<file path="src/ucc_consts.svh">
// offsets, reset values, field positions and timing for the config registers
`ifndef UCC_CONSTS_SVH
`define UCC_CONSTS_SVH
`define UCC_OFS_GEN 8'h15
`define UCC_OFS_EMU 8'h16
`define UCC_RST_GEN 8'h01
`define UCC_RST_EMU 8'h8c
`define UCC_KEEP_GEN 8'hbb
`define UCC_KEEP_EMU 8'h9f
`define UCC_BIT_CLEAR 2
`define UCC_CLK_KHZ 125000
`define UCC_WAIT0_MS 50
`define UCC_WAIT1_MS 75
`define UCC_WAIT2_MS 125
`define UCC_WAIT3_MS 175
`define UCC_DISCH_MS 100
`define UCC_DWELL_MS 1000
`define UCC_NPROF 10
`define UCC_CHARGE_W 16
`endif

</file>
<file path="src/ucc_pkg.sv">
// types shared by the charger port configuration block
`include "ucc_consts.svh"
package ucc_pkg;
   typedef struct packed {
      logic wr;
      logic rd;
      logic [7:0] addr;
      logic [7:0] wdata;
   } ucc_reg_req_type;
   typedef struct packed {
      logic alert_mask;
      logic unused6;
      logic alert_link;
      logic forced_bus_discharge;
      logic quota_enable;
      logic quota_clear;
      logic [1:0] quota_action_select;
   } ucc_gen_cfg_type;
   typedef struct packed {
      logic bus_timeout_off;
      logic [1:0] unused65;
      logic profile_timeout_off;
      logic cycle_repeat;
      logic hold_last_response;
      logic [1:0] emulation_reset_wait_select;
   } ucc_emu_cfg_type;
   typedef struct packed {
      logic error_pending;
      logic indicator_pending;
      logic low_current_flag;
      logic thermal_regulation_flag;
   } ucc_event_type;
   typedef struct packed {
      logic valid;
      logic [`UCC_CHARGE_W-1:0] value;
   } ucc_sample_type;
   typedef struct packed {
      logic [3:0] profile_index;
      logic apply;
      logic accepted;
      logic lines_hiz;
      logic switch_closed;
      logic custom_limit_mode;
      logic reset_active;
   } ucc_emu_out_type;
   typedef enum logic [1:0] {
      QA_REPORT = 2'b00,
      QA_REPORT_DISC = 2'b01,
      QA_DISC_SLEEP = 2'b10,
      QA_IGNORE = 2'b11
   } ucc_action_type;
   typedef enum logic [1:0] {
      PS_SLEEP = 2'b00,
      PS_DETECT = 2'b01,
      PS_ACTIVE = 2'b10,
      PS_ERROR = 2'b11
   } ucc_pwr_type;
   typedef enum logic [2:0] {
      EM_IDLE = 3'b000,
      EM_APPLY = 3'b001,
      EM_CHARGE = 3'b010,
      EM_RESET = 3'b011,
      EM_DONE = 3'b100
   } ucc_emu_mode_type;
endpackage : ucc_pkg

</file>
<file path="src/ucc_emu_cycle.sv">
// dedicated charger emulation cycle sequencer
`timescale 1ns/1ns
`include "ucc_consts.svh"
module ucc_emu_cycle #(
   parameter int NPROF = `UCC_NPROF,
   parameter int CYC_PER_MS = `UCC_CLK_KHZ,
   parameter int DWELL_MS = `UCC_DWELL_MS,
   parameter int DISCH_MS = `UCC_DISCH_MS
) (
   // clock and reset
   input wire logic clk_sys,
   input wire logic resetn,
   // control
   input wire ucc_pkg::ucc_emu_cfg_type cfg,
   input wire logic dedicated_charger_cycle,
   input wire logic cycle_start,
   input wire logic [NPROF-1:0] profile_enable,
   input wire logic custom_timeout_en,
   input wire logic over_charging_threshold,
   input wire logic removal_event,
   // status
   output ucc_pkg::ucc_emu_out_type status
);
   import ucc_pkg::*;
   localparam int DWELL_CYC = DWELL_MS * CYC_PER_MS;
   localparam logic [3:0] CUSTOM = 4'(NPROF - 1);
   typedef struct packed {
      ucc_emu_mode_type mode;
      logic hold;
      logic [31:0] timer;
      ucc_emu_out_type out;
   } ucc_emu_state_type;
   ucc_emu_state_type s, n;
   logic to_on;
   logic [4:0] f_first, f_next;

   // lowest enabled profile at or above from; bit 4 marks found
   function automatic logic [4:0] find_from(input logic [NPROF-1:0] m, input logic [4:0] from);
      logic [4:0] r;
      r = 5'h00;
      for (int i = NPROF - 1; i >= 0; i--)
         if (m[i] && 5'(i) >= from)
            r = {1'b1, 4'(i)};
      return r;
   endfunction : find_from

   // selected wait plus discharge
   // reset wait plus discharge, minus one for the down count
   function automatic logic [31:0] wait_cyc(input logic [1:0] sel);
      int ms;
      unique case (sel)
         2'b00: ms = `UCC_WAIT0_MS;
         2'b01: ms = `UCC_WAIT1_MS;
         2'b10: ms = `UCC_WAIT2_MS;
         2'b11: ms = `UCC_WAIT3_MS;
      endcase
      return 32'((ms + DISCH_MS) * CYC_PER_MS - 1);
   endfunction : wait_cyc

   always_comb
   begin
      n = s;
      f_first = find_from(profile_enable, 5'h00);
      f_next = find_from(profile_enable, {1'b0, s.out.profile_index} + 5'h01);
      to_on = !cfg.profile_timeout_off && (s.out.profile_index != CUSTOM || custom_timeout_en);
      unique case (s.mode)
         EM_IDLE:
            if (cycle_start && f_first[4])
            begin
               n.mode = EM_APPLY;
               n.out.profile_index = f_first[3:0];
               n.timer = 32'(DWELL_CYC - 1);
            end
         EM_APPLY:
            if (!to_on && over_charging_threshold)
            begin
               n.mode = EM_CHARGE;
               n.hold = 1'b1;
            end
            else if (to_on && s.timer == 32'h0)
            begin
               if (over_charging_threshold)
               begin
                  n.mode = EM_CHARGE;
                  n.hold = cfg.hold_last_response;
               end
               else if (f_next[4])
               begin
                  n.out.profile_index = f_next[3:0];
                  n.timer = 32'(DWELL_CYC - 1);
               end
               else if (cfg.cycle_repeat)
               begin
                  n.mode = EM_RESET;
                  n.timer = wait_cyc(cfg.emulation_reset_wait_select);
               end
               else
                  n.mode = EM_DONE;
            end
            else if (to_on)
               n.timer = s.timer - 32'h1;
         EM_RESET:
            if (s.timer != 32'h0)
               n.timer = s.timer - 32'h1;
            else if (f_first[4])
            begin
               n.mode = EM_APPLY;
               n.out.profile_index = f_first[3:0];
               n.timer = 32'(DWELL_CYC - 1);
            end
            else
               n.mode = EM_IDLE;
         EM_CHARGE, EM_DONE:
            if (removal_event || cycle_start)
               n.mode = EM_IDLE;
         default:
            n.mode = EM_IDLE;
      endcase
      if (!dedicated_charger_cycle)
         n.mode = EM_IDLE;
      if (n.mode != EM_CHARGE)
         n.hold = 1'b0;
      n.out.accepted = n.mode == EM_CHARGE;
      n.out.apply = n.mode == EM_APPLY || (n.mode == EM_CHARGE && n.hold);
      n.out.lines_hiz = n.mode == EM_DONE;
      n.out.switch_closed = n.mode == EM_DONE || n.mode == EM_CHARGE;
      n.out.custom_limit_mode = n.mode == EM_DONE;
      n.out.reset_active = n.mode == EM_RESET;
   end

   always_ff @(posedge clk_sys or negedge resetn)
      if (!resetn)
         s <= '0;
      else
         s <= n;

   assign status = s.out;
endmodule : ucc_emu_cycle

</file>
<file path="src/ucc_config_regs.sv">
// general and emulation configuration registers with their controlled logic
`timescale 1ns/1ns
`include "ucc_consts.svh"
module ucc_config_regs #(
   parameter int NPROF = `UCC_NPROF,
   parameter int CYC_PER_MS = `UCC_CLK_KHZ,
   parameter int DWELL_MS = `UCC_DWELL_MS,
   parameter int DISCH_MS = `UCC_DISCH_MS
) (
   // clock and reset
   input wire logic clk_sys,
   input wire logic resetn,
   // register port from the serial target
   input wire ucc_pkg::ucc_reg_req_type reg_req,
   output logic [7:0] reg_rdata,
   // device status
   input wire ucc_pkg::ucc_event_type events,
   input wire ucc_pkg::ucc_pwr_type power_state,
   input wire ucc_pkg::ucc_sample_type current_sample,
   input wire logic [`UCC_CHARGE_W-1:0] quota_threshold,
   // emulation inputs
   input wire logic dedicated_charger_cycle,
   input wire logic cycle_start,
   input wire logic [NPROF-1:0] profile_enable,
   input wire logic custom_timeout_en,
   input wire logic over_charging_threshold,
   input wire logic removal_event,
   // notification pin, open drain
   output logic alert_o,
   output logic alert_oe,
   // port power
   output logic port_switch_open,
   output logic bus_discharge_on,
   // charge rationing
   output logic [`UCC_CHARGE_W-1:0] accumulated_charge,
   output logic quota_reached,
   output logic quota_report,
   output logic quota_disconnect,
   output logic quota_sleep_req,
   // serial bus and emulation
   output logic bus_timeout_enable,
   output ucc_pkg::ucc_emu_out_type emu_status
);
   import ucc_pkg::*;

   typedef struct packed {
      ucc_gen_cfg_type gen;
      ucc_emu_cfg_type emu;
      logic [`UCC_CHARGE_W-1:0] charge;
      logic flag;
      logic alert;
      logic sw_open;
      logic dis_on;
      logic rep;
      logic disc;
      logic sleep;
      logic to_en;
      logic [7:0] rdata;
   } ucc_top_state_type;

   ucc_top_state_type s, n;
   logic wr_gen, wr_emu, clr, reached;
   ucc_gen_cfg_type general_config;
   ucc_emu_cfg_type emulation_config;

   // register select, shared by the read and write paths
   function automatic logic hit(input logic [7:0] a, input logic [7:0] ofs);
      return a == ofs;
   endfunction : hit

   // saturate so a long session cannot wrap back under the threshold
   function automatic logic [`UCC_CHARGE_W-1:0] sat_add(
      input logic [`UCC_CHARGE_W-1:0] a,
      input logic [`UCC_CHARGE_W-1:0] b
   );
      logic [`UCC_CHARGE_W:0] t;
      t = {1'b0, a} + {1'b0, b};
      return t[`UCC_CHARGE_W] ? '1 : t[`UCC_CHARGE_W-1:0];
   endfunction : sat_add

   assign general_config = s.gen;
   assign emulation_config = s.emu;

   always_comb
   begin
      n = s;
      wr_gen = reg_req.wr && hit(reg_req.addr, `UCC_OFS_GEN);
      wr_emu = reg_req.wr && hit(reg_req.addr, `UCC_OFS_EMU);
      // clear acts on the write, never stored
      clr = wr_gen && reg_req.wdata[`UCC_BIT_CLEAR];
      reached = s.gen.quota_enable && s.charge >= quota_threshold;

      if (wr_gen)
         n.gen = ucc_gen_cfg_type'(reg_req.wdata & `UCC_KEEP_GEN);
      if (wr_emu)
         n.emu = ucc_emu_cfg_type'(reg_req.wdata & `UCC_KEEP_EMU);
      // no power state touches the registers

      // disabled holds the total at zero
      if (!s.gen.quota_enable || clr)
         n.charge = '0;
      else if (current_sample.valid)
         n.charge = sat_add(s.charge, current_sample.value);

      if (!s.gen.quota_enable || clr)
         n.flag = 1'b0;
      else if (reached && s.gen.quota_action_select != QA_IGNORE)
         n.flag = 1'b1;

      n.rep = n.flag && (n.gen.quota_action_select == QA_REPORT ||
                         n.gen.quota_action_select == QA_REPORT_DISC);
      n.disc = n.flag && (n.gen.quota_action_select == QA_REPORT_DISC ||
                          n.gen.quota_action_select == QA_DISC_SLEEP);
      n.sleep = n.flag && n.gen.quota_action_select == QA_DISC_SLEEP;

      n.alert = !s.gen.alert_mask &&
                (events.error_pending || events.indicator_pending ||
                 (s.flag && s.rep) ||
                 (s.gen.alert_link &&
                  (events.low_current_flag || events.thermal_regulation_flag)));

      n.sw_open = s.gen.forced_bus_discharge && power_state == PS_ACTIVE;
      n.dis_on = n.sw_open;

      // the timeout enable follows the bit, inverted
      n.to_en = !n.emu.bus_timeout_off;

      // read data lands one cycle after the read strobe
      if (reg_req.rd)
      begin
         if (hit(reg_req.addr, `UCC_OFS_GEN))
            n.rdata = s.gen & `UCC_KEEP_GEN;
         else if (hit(reg_req.addr, `UCC_OFS_EMU))
            n.rdata = s.emu & `UCC_KEEP_EMU;
         else
            n.rdata = 8'h00;
      end
   end

   always_ff @(posedge clk_sys or negedge resetn)
      if (!resetn)
      begin
         s <= '0;
         s.gen <= ucc_gen_cfg_type'(`UCC_RST_GEN);
         s.emu <= ucc_emu_cfg_type'(`UCC_RST_EMU);
         s.to_en <= 1'b0;
      end
      else
         s <= n;

   assign reg_rdata = s.rdata;
   assign alert_o = 1'b0;
   assign alert_oe = s.alert;
   assign port_switch_open = s.sw_open;
   assign bus_discharge_on = s.dis_on;
   assign accumulated_charge = s.charge;
   assign quota_reached = s.flag;
   assign quota_report = s.rep;
   assign quota_disconnect = s.disc;
   assign quota_sleep_req = s.sleep;
   assign bus_timeout_enable = s.to_en;

   ucc_emu_cycle #(
      .NPROF(NPROF),
      .CYC_PER_MS(CYC_PER_MS),
      .DWELL_MS(DWELL_MS),
      .DISCH_MS(DISCH_MS)
   ) u_emu (
      .clk_sys(clk_sys),
      .resetn(resetn),
      .cfg(s.emu),
      .dedicated_charger_cycle(dedicated_charger_cycle),
      .cycle_start(cycle_start),
      .profile_enable(profile_enable),
      .custom_timeout_en(custom_timeout_en),
      .over_charging_threshold(over_charging_threshold),
      .removal_event(removal_event),
      .status(emu_status)
   );
endmodule : ucc_config_regs

</file>
<file path="config.mk">
export PLATFORM = sky130hd
export DESIGN_NAME = ucc_config_regs
export DESIGN_NICKNAME = d
export VERILOG_FILES = /design/src/ucc_pkg.sv /design/src/ucc_emu_cycle.sv /design/src/ucc_config_regs.sv
export VERILOG_INCLUDE_DIRS = /design/src /design/src/src
export SDC_FILE = /design/constraint.sdc
export NUM_CORES = 1
export LEC_CHECK = 0
export BUFFER_PORTS_ARGS = -buffer_cell sky130_fd_sc_hd__buf_2
export CORE_MARGIN = 5
export CORE_UTILIZATION = 47
export CTS_CLUSTER_DIAMETER = 60
export DETAILED_ROUTE_END_ITERATION = 8
export MAX_ROUTING_LAYER = met4
export PLACE_DENSITY = 0.68
export SYNTH_ARGS = -nofsm -noshare
export SYNTH_HDL_FRONTEND = slang
export SYNTH_SLANG_ARGS = --single-unit
</file>
<file path="constraint.sdc">
create_clock -name clk_sys -period 5 [get_ports clk_sys]
set_input_delay 0.25 -clock clk_sys [delete_from_list [all_inputs] [get_ports clk_sys]]
set_output_delay 0.25 -clock clk_sys [all_outputs]
set_load 0.01 [all_outputs]
</file>
; After elaboration in Yosys (flattened, before gate mapping)
; Index checks and enable logic that the tools add are counted.
[word_totals]
output_inout_bits = 43
reg_bits = 88
elab_cells = 191
in_bits = 74
[classes]
n_mux = 63
mul = 1
add_sub_neg = 5
order_cmp = 11
n_eq_ne = 30
n_reduce_logical = 53
[ops]
columns = operator, count
row1 = $mux W32, 11
row2 = $mux W36, 4
row3 = $pmux W32 S4, 1
row4 = $pmux W36 S3, 1
row5 = $mux W5, 20
row6 = $mux W16, 3
row7 = $add A32 B8 Y32 const B, 1
row8 = $logic_not A32 Y1, 1
row9 = $mul A32 B15 Y29 const B, 1
row10 = $reduce_bool A32 Y1, 1
row11 = $sub A32 B1 Y32 const B, 1
row12 = $sub A32 B2 Y32 const B, 1
row13 = $logic_and A1 B1 Y1, 27
row14 = $mux W8, 3
row15 = $mux W3, 7
row16 = $ge A3 B5 Y1 const A, 4
row17 = $mux W4, 5
row18 = $add A16 B16 Y17, 1
row19 = $eq A8 B5 Y1 const B, 2
row20 = $ge A16 B16 Y1, 1
row21 = $eq A3 B2 Y1 const B, 4
row22 = $pmux W3 S4, 1
row23 = $logic_or A1 B1 Y1, 11
row24 = $ge A1 B5 Y1 const A, 2
row25 = other kinds (24), 49

; Longest topological paths before layout
[logic_depth]
depth_word = 27
ltp_mapped = 18
mapped_depth_nobuf = 17

; Hierarchy
; From an unflattened synthesis, not the netlist that was laid out.
[unflattened]
hier_cells = 832
hier_area_um2 = 7043.0
[modules_own_cells]
columns = module, cells_each, seq_area_each_um2, n_inst, area_each_um2
row1 = ucc_emu_cycle, 518, 1126.1, 1, 4040.1
row2 = ucc_config_regs, 314, 1056.0, 1, 3002.9

; Least setup slack after synthesis
; Ideal clock, no wire load.
[synth_timing]
kind = register -> register
startpoint = register s, in the netlist emulation_config[0]
endpoint = register u_emu.s[36] in the netlist's numbering
t_arrival_ns = 3.315
period_less_slack_ns = 3.439
setup_ns = 0.124
t_required_ns = 4.876
slack_ns = 1.561
n_path_buf = 1
path_stages_with_launch = 17
cell_sequence = dfrtp_1 > inv_1 > ha_1 > clkbuf_1 > inv_1 > ha_1 > inv_1 > and2_1 > ha_1 > fa_1 > ha_1 > ha_1 > nor2_1 > a311oi_1 > xnor2_1 > a221oi_1 > a211o_1
[synth_between]
elab_chain_cells = 17
word_cells_on_any_way = 20
cone_classes = add/sub: 2 / mul: 1 / eq/ne: 3 / mux: 13 / reduce/logical: 1
[synth_lines]
columns = item, line_no
row1 = "start, declared", ucc_config_regs.sv:61  ; ucc_top_state_type s, n;
row2 = "start signal, assigned", ucc_config_regs.sv:149  ; s <= n;
row3 = "$eq A2 B2 Y1, or another cell as far along", ucc_emu_cycle.sv:51  ; unique case (sel)
row4 = $pmux W32 S4 *, ucc_emu_cycle.sv:51
row5 = $mux W32 *, ucc_emu_cycle.sv:92  ; else if (cfg.cycle_repeat)
row6 = $mux W32 *, ucc_emu_cycle.sv:87  ; else if (f_next[4])
row7 = $mux W32 *, ucc_emu_cycle.sv:82  ; if (over_charging_threshold)
row8 = $mux W32 *, ucc_emu_cycle.sv:80  ; else if (to_on && s.timer == 32'h0)
row9 = $mux W32 *, ucc_emu_cycle.sv:75  ; if (!to_on && over_charging_threshold)
row10 = $mux W32 *, ucc_emu_cycle.sv:66  ; unique case (s.mode)
row11 = $add A32 B8 Y32 *, ucc_emu_cycle.sv:57  ; return 32'((ms + DISCH_MS) * CYC_PER_MS - 1);
row12 = $mul A32 B15 Y29 *, ucc_emu_cycle.sv:57
row13 = $sub A32 B2 Y32 *, ucc_emu_cycle.sv:57
row14 = $mux W32 *, ucc_emu_cycle.sv:92
row15 = $mux W32 *, ucc_emu_cycle.sv:87
row16 = $mux W36 *, ucc_emu_cycle.sv:82
row17 = $mux W32 *, ucc_emu_cycle.sv:80
row18 = $mux W36 *, ucc_emu_cycle.sv:75
row19 = $pmux W36 S3 *, ucc_emu_cycle.sv:66
row20 = "end signal, assigned", ucc_emu_cycle.sv:135  ; s <= n;
row21 = "end, declared", ucc_emu_cycle.sv:33  ; ucc_emu_state_type s, n;
; Mark *: on every way between the ends. The rest lies on a longest branch, timed or not. The select of a mux whose other input is x is not followed.
; A chain may end at the register's enable or synchronous reset.

; Worst setup path in the final report
; Same ends and word-level chain as after synthesis.

==> impl_metrics.ini <==
[outcome]
status = completed

[detailed_routing]
ant_nets = 0
firstDrtPassIters = 5
avgRoutedWirePerCell_um = 16.30
vias = 6582
drc = 0
viasPerCell = 5.845
wirelength_um = 18360
drt_first_iter_violations = 476

[clock_tree]
cts_tree = done
postCtsResizedCells = 0
postCtsHoldBufs = 1
clock-sinks = 87
htreeDepth = 3
root_buffer = clkbuf_16
clk_pin_slew_ps = 70
numCtsBuffers = 9
cts_buffer_depth = 2
postCtsSetupRepairBufs = 0
clk_latency_ps = 350

[yosys]
ys_seq_elements = 87
yosysMostFrequentCell = dfrtp_1
synth_area_leader_cell = dfrtp_1
synth_top_area_share_pct = 29.25
syn_inst = 836
synthTopCellsByCount = 83 x dfrtp_1, 75 x ha_1, 75 x o21ai_0
synth_warnings = 0
synth_top_flop_cell = dfrtp_1
synth_cell_type_count = 83
synth_edf_count = 0
netlist_area_um2 = 7101
async_reset_ff_share_pct = 100.0
syn_area_per_cell_um2 = 8.493
ys_seq_area_share_pct = 30.73
synthTopCellsByArea = dfrtp_1 29%, ha_1 13%, o21ai_0 5.3%

[sta]
slew_viol_final = 0
setup_viol = 0
slew_headroom_pct = 30.59
min_period_ps = 3908
finalHoldViolations = 0
setup_ws_ps = 1092
worst_pin_slew_ps = 1034
hold_slack_ps = 127.0
fin_skew_ps = 5.762
tns_ps = 0
rsz0062_at_grt = false
fmax_ghz = 0.2559
finalCritPeriodShare_pct = 78.16

[worst_setup_path]
r2r_cells = 15
end_kind = flop
cpMaxStageDelayCell = dfrtp_1
cp_top_family = adder cells
crit_chain = inv_1, ha_1, inv_1, ha_1, inv_1, and2_1, ha_1, fa_1, ha_1, ha_1, nor2_1, a311oi_1, xnor2_1, a221oi_1, a211o_1
crit_required_ps = 5290
arrival_ps = 4200
cp_common_cell = ha_1
startpoint = emulation_config[0]$_DFFE_PN0P_
cp_num_buf_inv = 3
cp-start-kind = flop
r2r_start = emulation_config[0]$_DFFE_PN0P_
crit_type = flop to flop
r2r_end = u_emu.s[36]$_DFFE_PN0P_
ff2ff_setup_slack_ps = 1090
critPathMaxStageDelay_ps = 470
crit_path_max_fanout = 9

[global_routing]
antenna_found_initial = 0
grt_max_degree = 69
grt_overflow = 0
grt_pass1_wl_um = 30560
grtUsageTotal_pct = 21.48
grt_pass1_vias = 6307

[place]
preCtsSetupSlack_ps = 1159
io_buffers = 113
hpwl_um = 13970
gp_congestion = 0.9211

[hold_path]
holdPathStages = 2
hold_end = bus_timeout_enable$_DFF_PN0_
hold_path.class = input port to flop
hp-start = reg_req[7]

[die]
rows = 45
start_util_pct = 47.23
dieArea_um2 = 17670
dieHeight_um = 132.9
ioPinCount = 117
fp.coreArea_um2 = 15030
fp.dieW_um = 132.9

[power_and_ir_drop]
cellPowerDensity_nw_per_um2 = 303.5
leakage_nw = 3.952
ir_drop_v = 0.0001888

[run]
max-cap-violations = 0

[finish]
drive_gt1_share_pct = 18.44
area_growth_pct = 13.27
diodes = 0
nFillCells = 1447
final_net_count = 1085
per-stage QoR:
| step | utilization, % | cell area (um^2) | total power [W] | instances |
|---|---|---|---|---|
| detailed placement | 51.53 | 7746 | 0.001772 | 1109 |
| global route | 53.50 | 8043 | 0.002603 | 1126 |
| CTS | 53.50 | 8043 | 0.002452 | 1126 |
| finish | 53.50 | 8043 | 0.002441 | 1126 |
| global placement | 51.53 | 7746 | 0.001762 | 1109 |
| floorplan | - | 7116 | 0.001561 | 840 |
cells in the final DEF, fill, tap and decap left out, drive strengths merged, types with 7 or more instances in the layout:
cell type	n
buf	118
dfrtp	83
o21ai	79
ha	75
nor2	75
a21oi	69
inv	64
nand2	57
nor3	25
nand3	22
xnor2	16
a31oi	15
a21o	14
nor4	12
nand2b	11
nor2b	10
mux2	10
xor2	10
or2	9
a22oi	9
clkbuf	9
or3	8
a211oi	8
o211ai	7
nand4	7
how the worst max path moves through the flow:
| stage | slack [ps] | depth (start not counted) | endpoint |
|---|---|---|---|
| floorplan | 1560 | 16 | u_emu.s[36]$_DFFE_PN0P_ |
| global placement | 1220 | 16 | u_emu.s[36]$_DFFE_PN0P_ |
| detailed placement | 1160 | 16 | u_emu.s[36]$_DFFE_PN0P_ |
| CTS | 1100 | 15 | u_emu.s[36]$_DFFE_PN0P_ |
| global route | 810 | 16 | u_emu.s[36]$_DFFE_PN0P_ |
| finish | 1090 | 15 | u_emu.s[36]$_DFFE_PN0P_ |
metal layers:
layer	part of all wire (%)	vias up	track usage (%)
li1	-	3215	-
met2	48	220	34.09
met1	44	3116	27.61
met4	2.0	0	7.102
met3	5.9	31	4.221
met5	0	-	-
report_power, final:
group	switching, W	total, W	internal, W	leakage [nW]
logic	0.000497	0.000837	0.000339	2.70
clock network	0.000319	0.000667	0.000348	0.140
registers	0.000142	0.000937	0.000795	1.11
flip-flops by register name (all words and copies together), names as in the netlist, 6 cells and up:
| register | count |
|---|---|
| u_emu.status | 9 |
| general_config | 6 |
| reg_rdata | 7 |
| emulation_config | 6 |
| u_emu.s | 36 |
| accumulated_charge | 16 |
area by class of cell:
| cell class | count | area (um^2) | share of cell area, % |
|---|---|---|---|
| clock inverter | 7 | 61.31 | 0.7623 |
| multi-input combinational | 656 | 4498 | 55.93 |
| timing repair buffer | 119 | 615.6 | 7.654 |
| sequential | 87 | 2182 | 27.13 |
| clock buffer | 9 | 225.2 | 2.800 |
| tap | 188 | 235.2 | 2.925 |
| inverter | 60 | 225.2 | 2.800 |
cells by family (layout without fill, tap and decap cells):
kind of cell | Yosys count | count (layout) | synth area share, %
multiplexers | 14 | 14 | 2.150
flip-flops | 87 | 87 | 30.73
other | 2 | 6 | 0.1058
AND/OR/NAND/NOR | 273 | 273 | 20.67
adder cells (fa/ha/maj) | 78 | 78 | 14.06
AO/OA/AOI/OAI | 259 | 259 | 22.94
buffers and inverters | 97 | 195 | 6.132
XOR/XNOR | 26 | 26 | 3.207
Power figures use the tool's default switching activity.
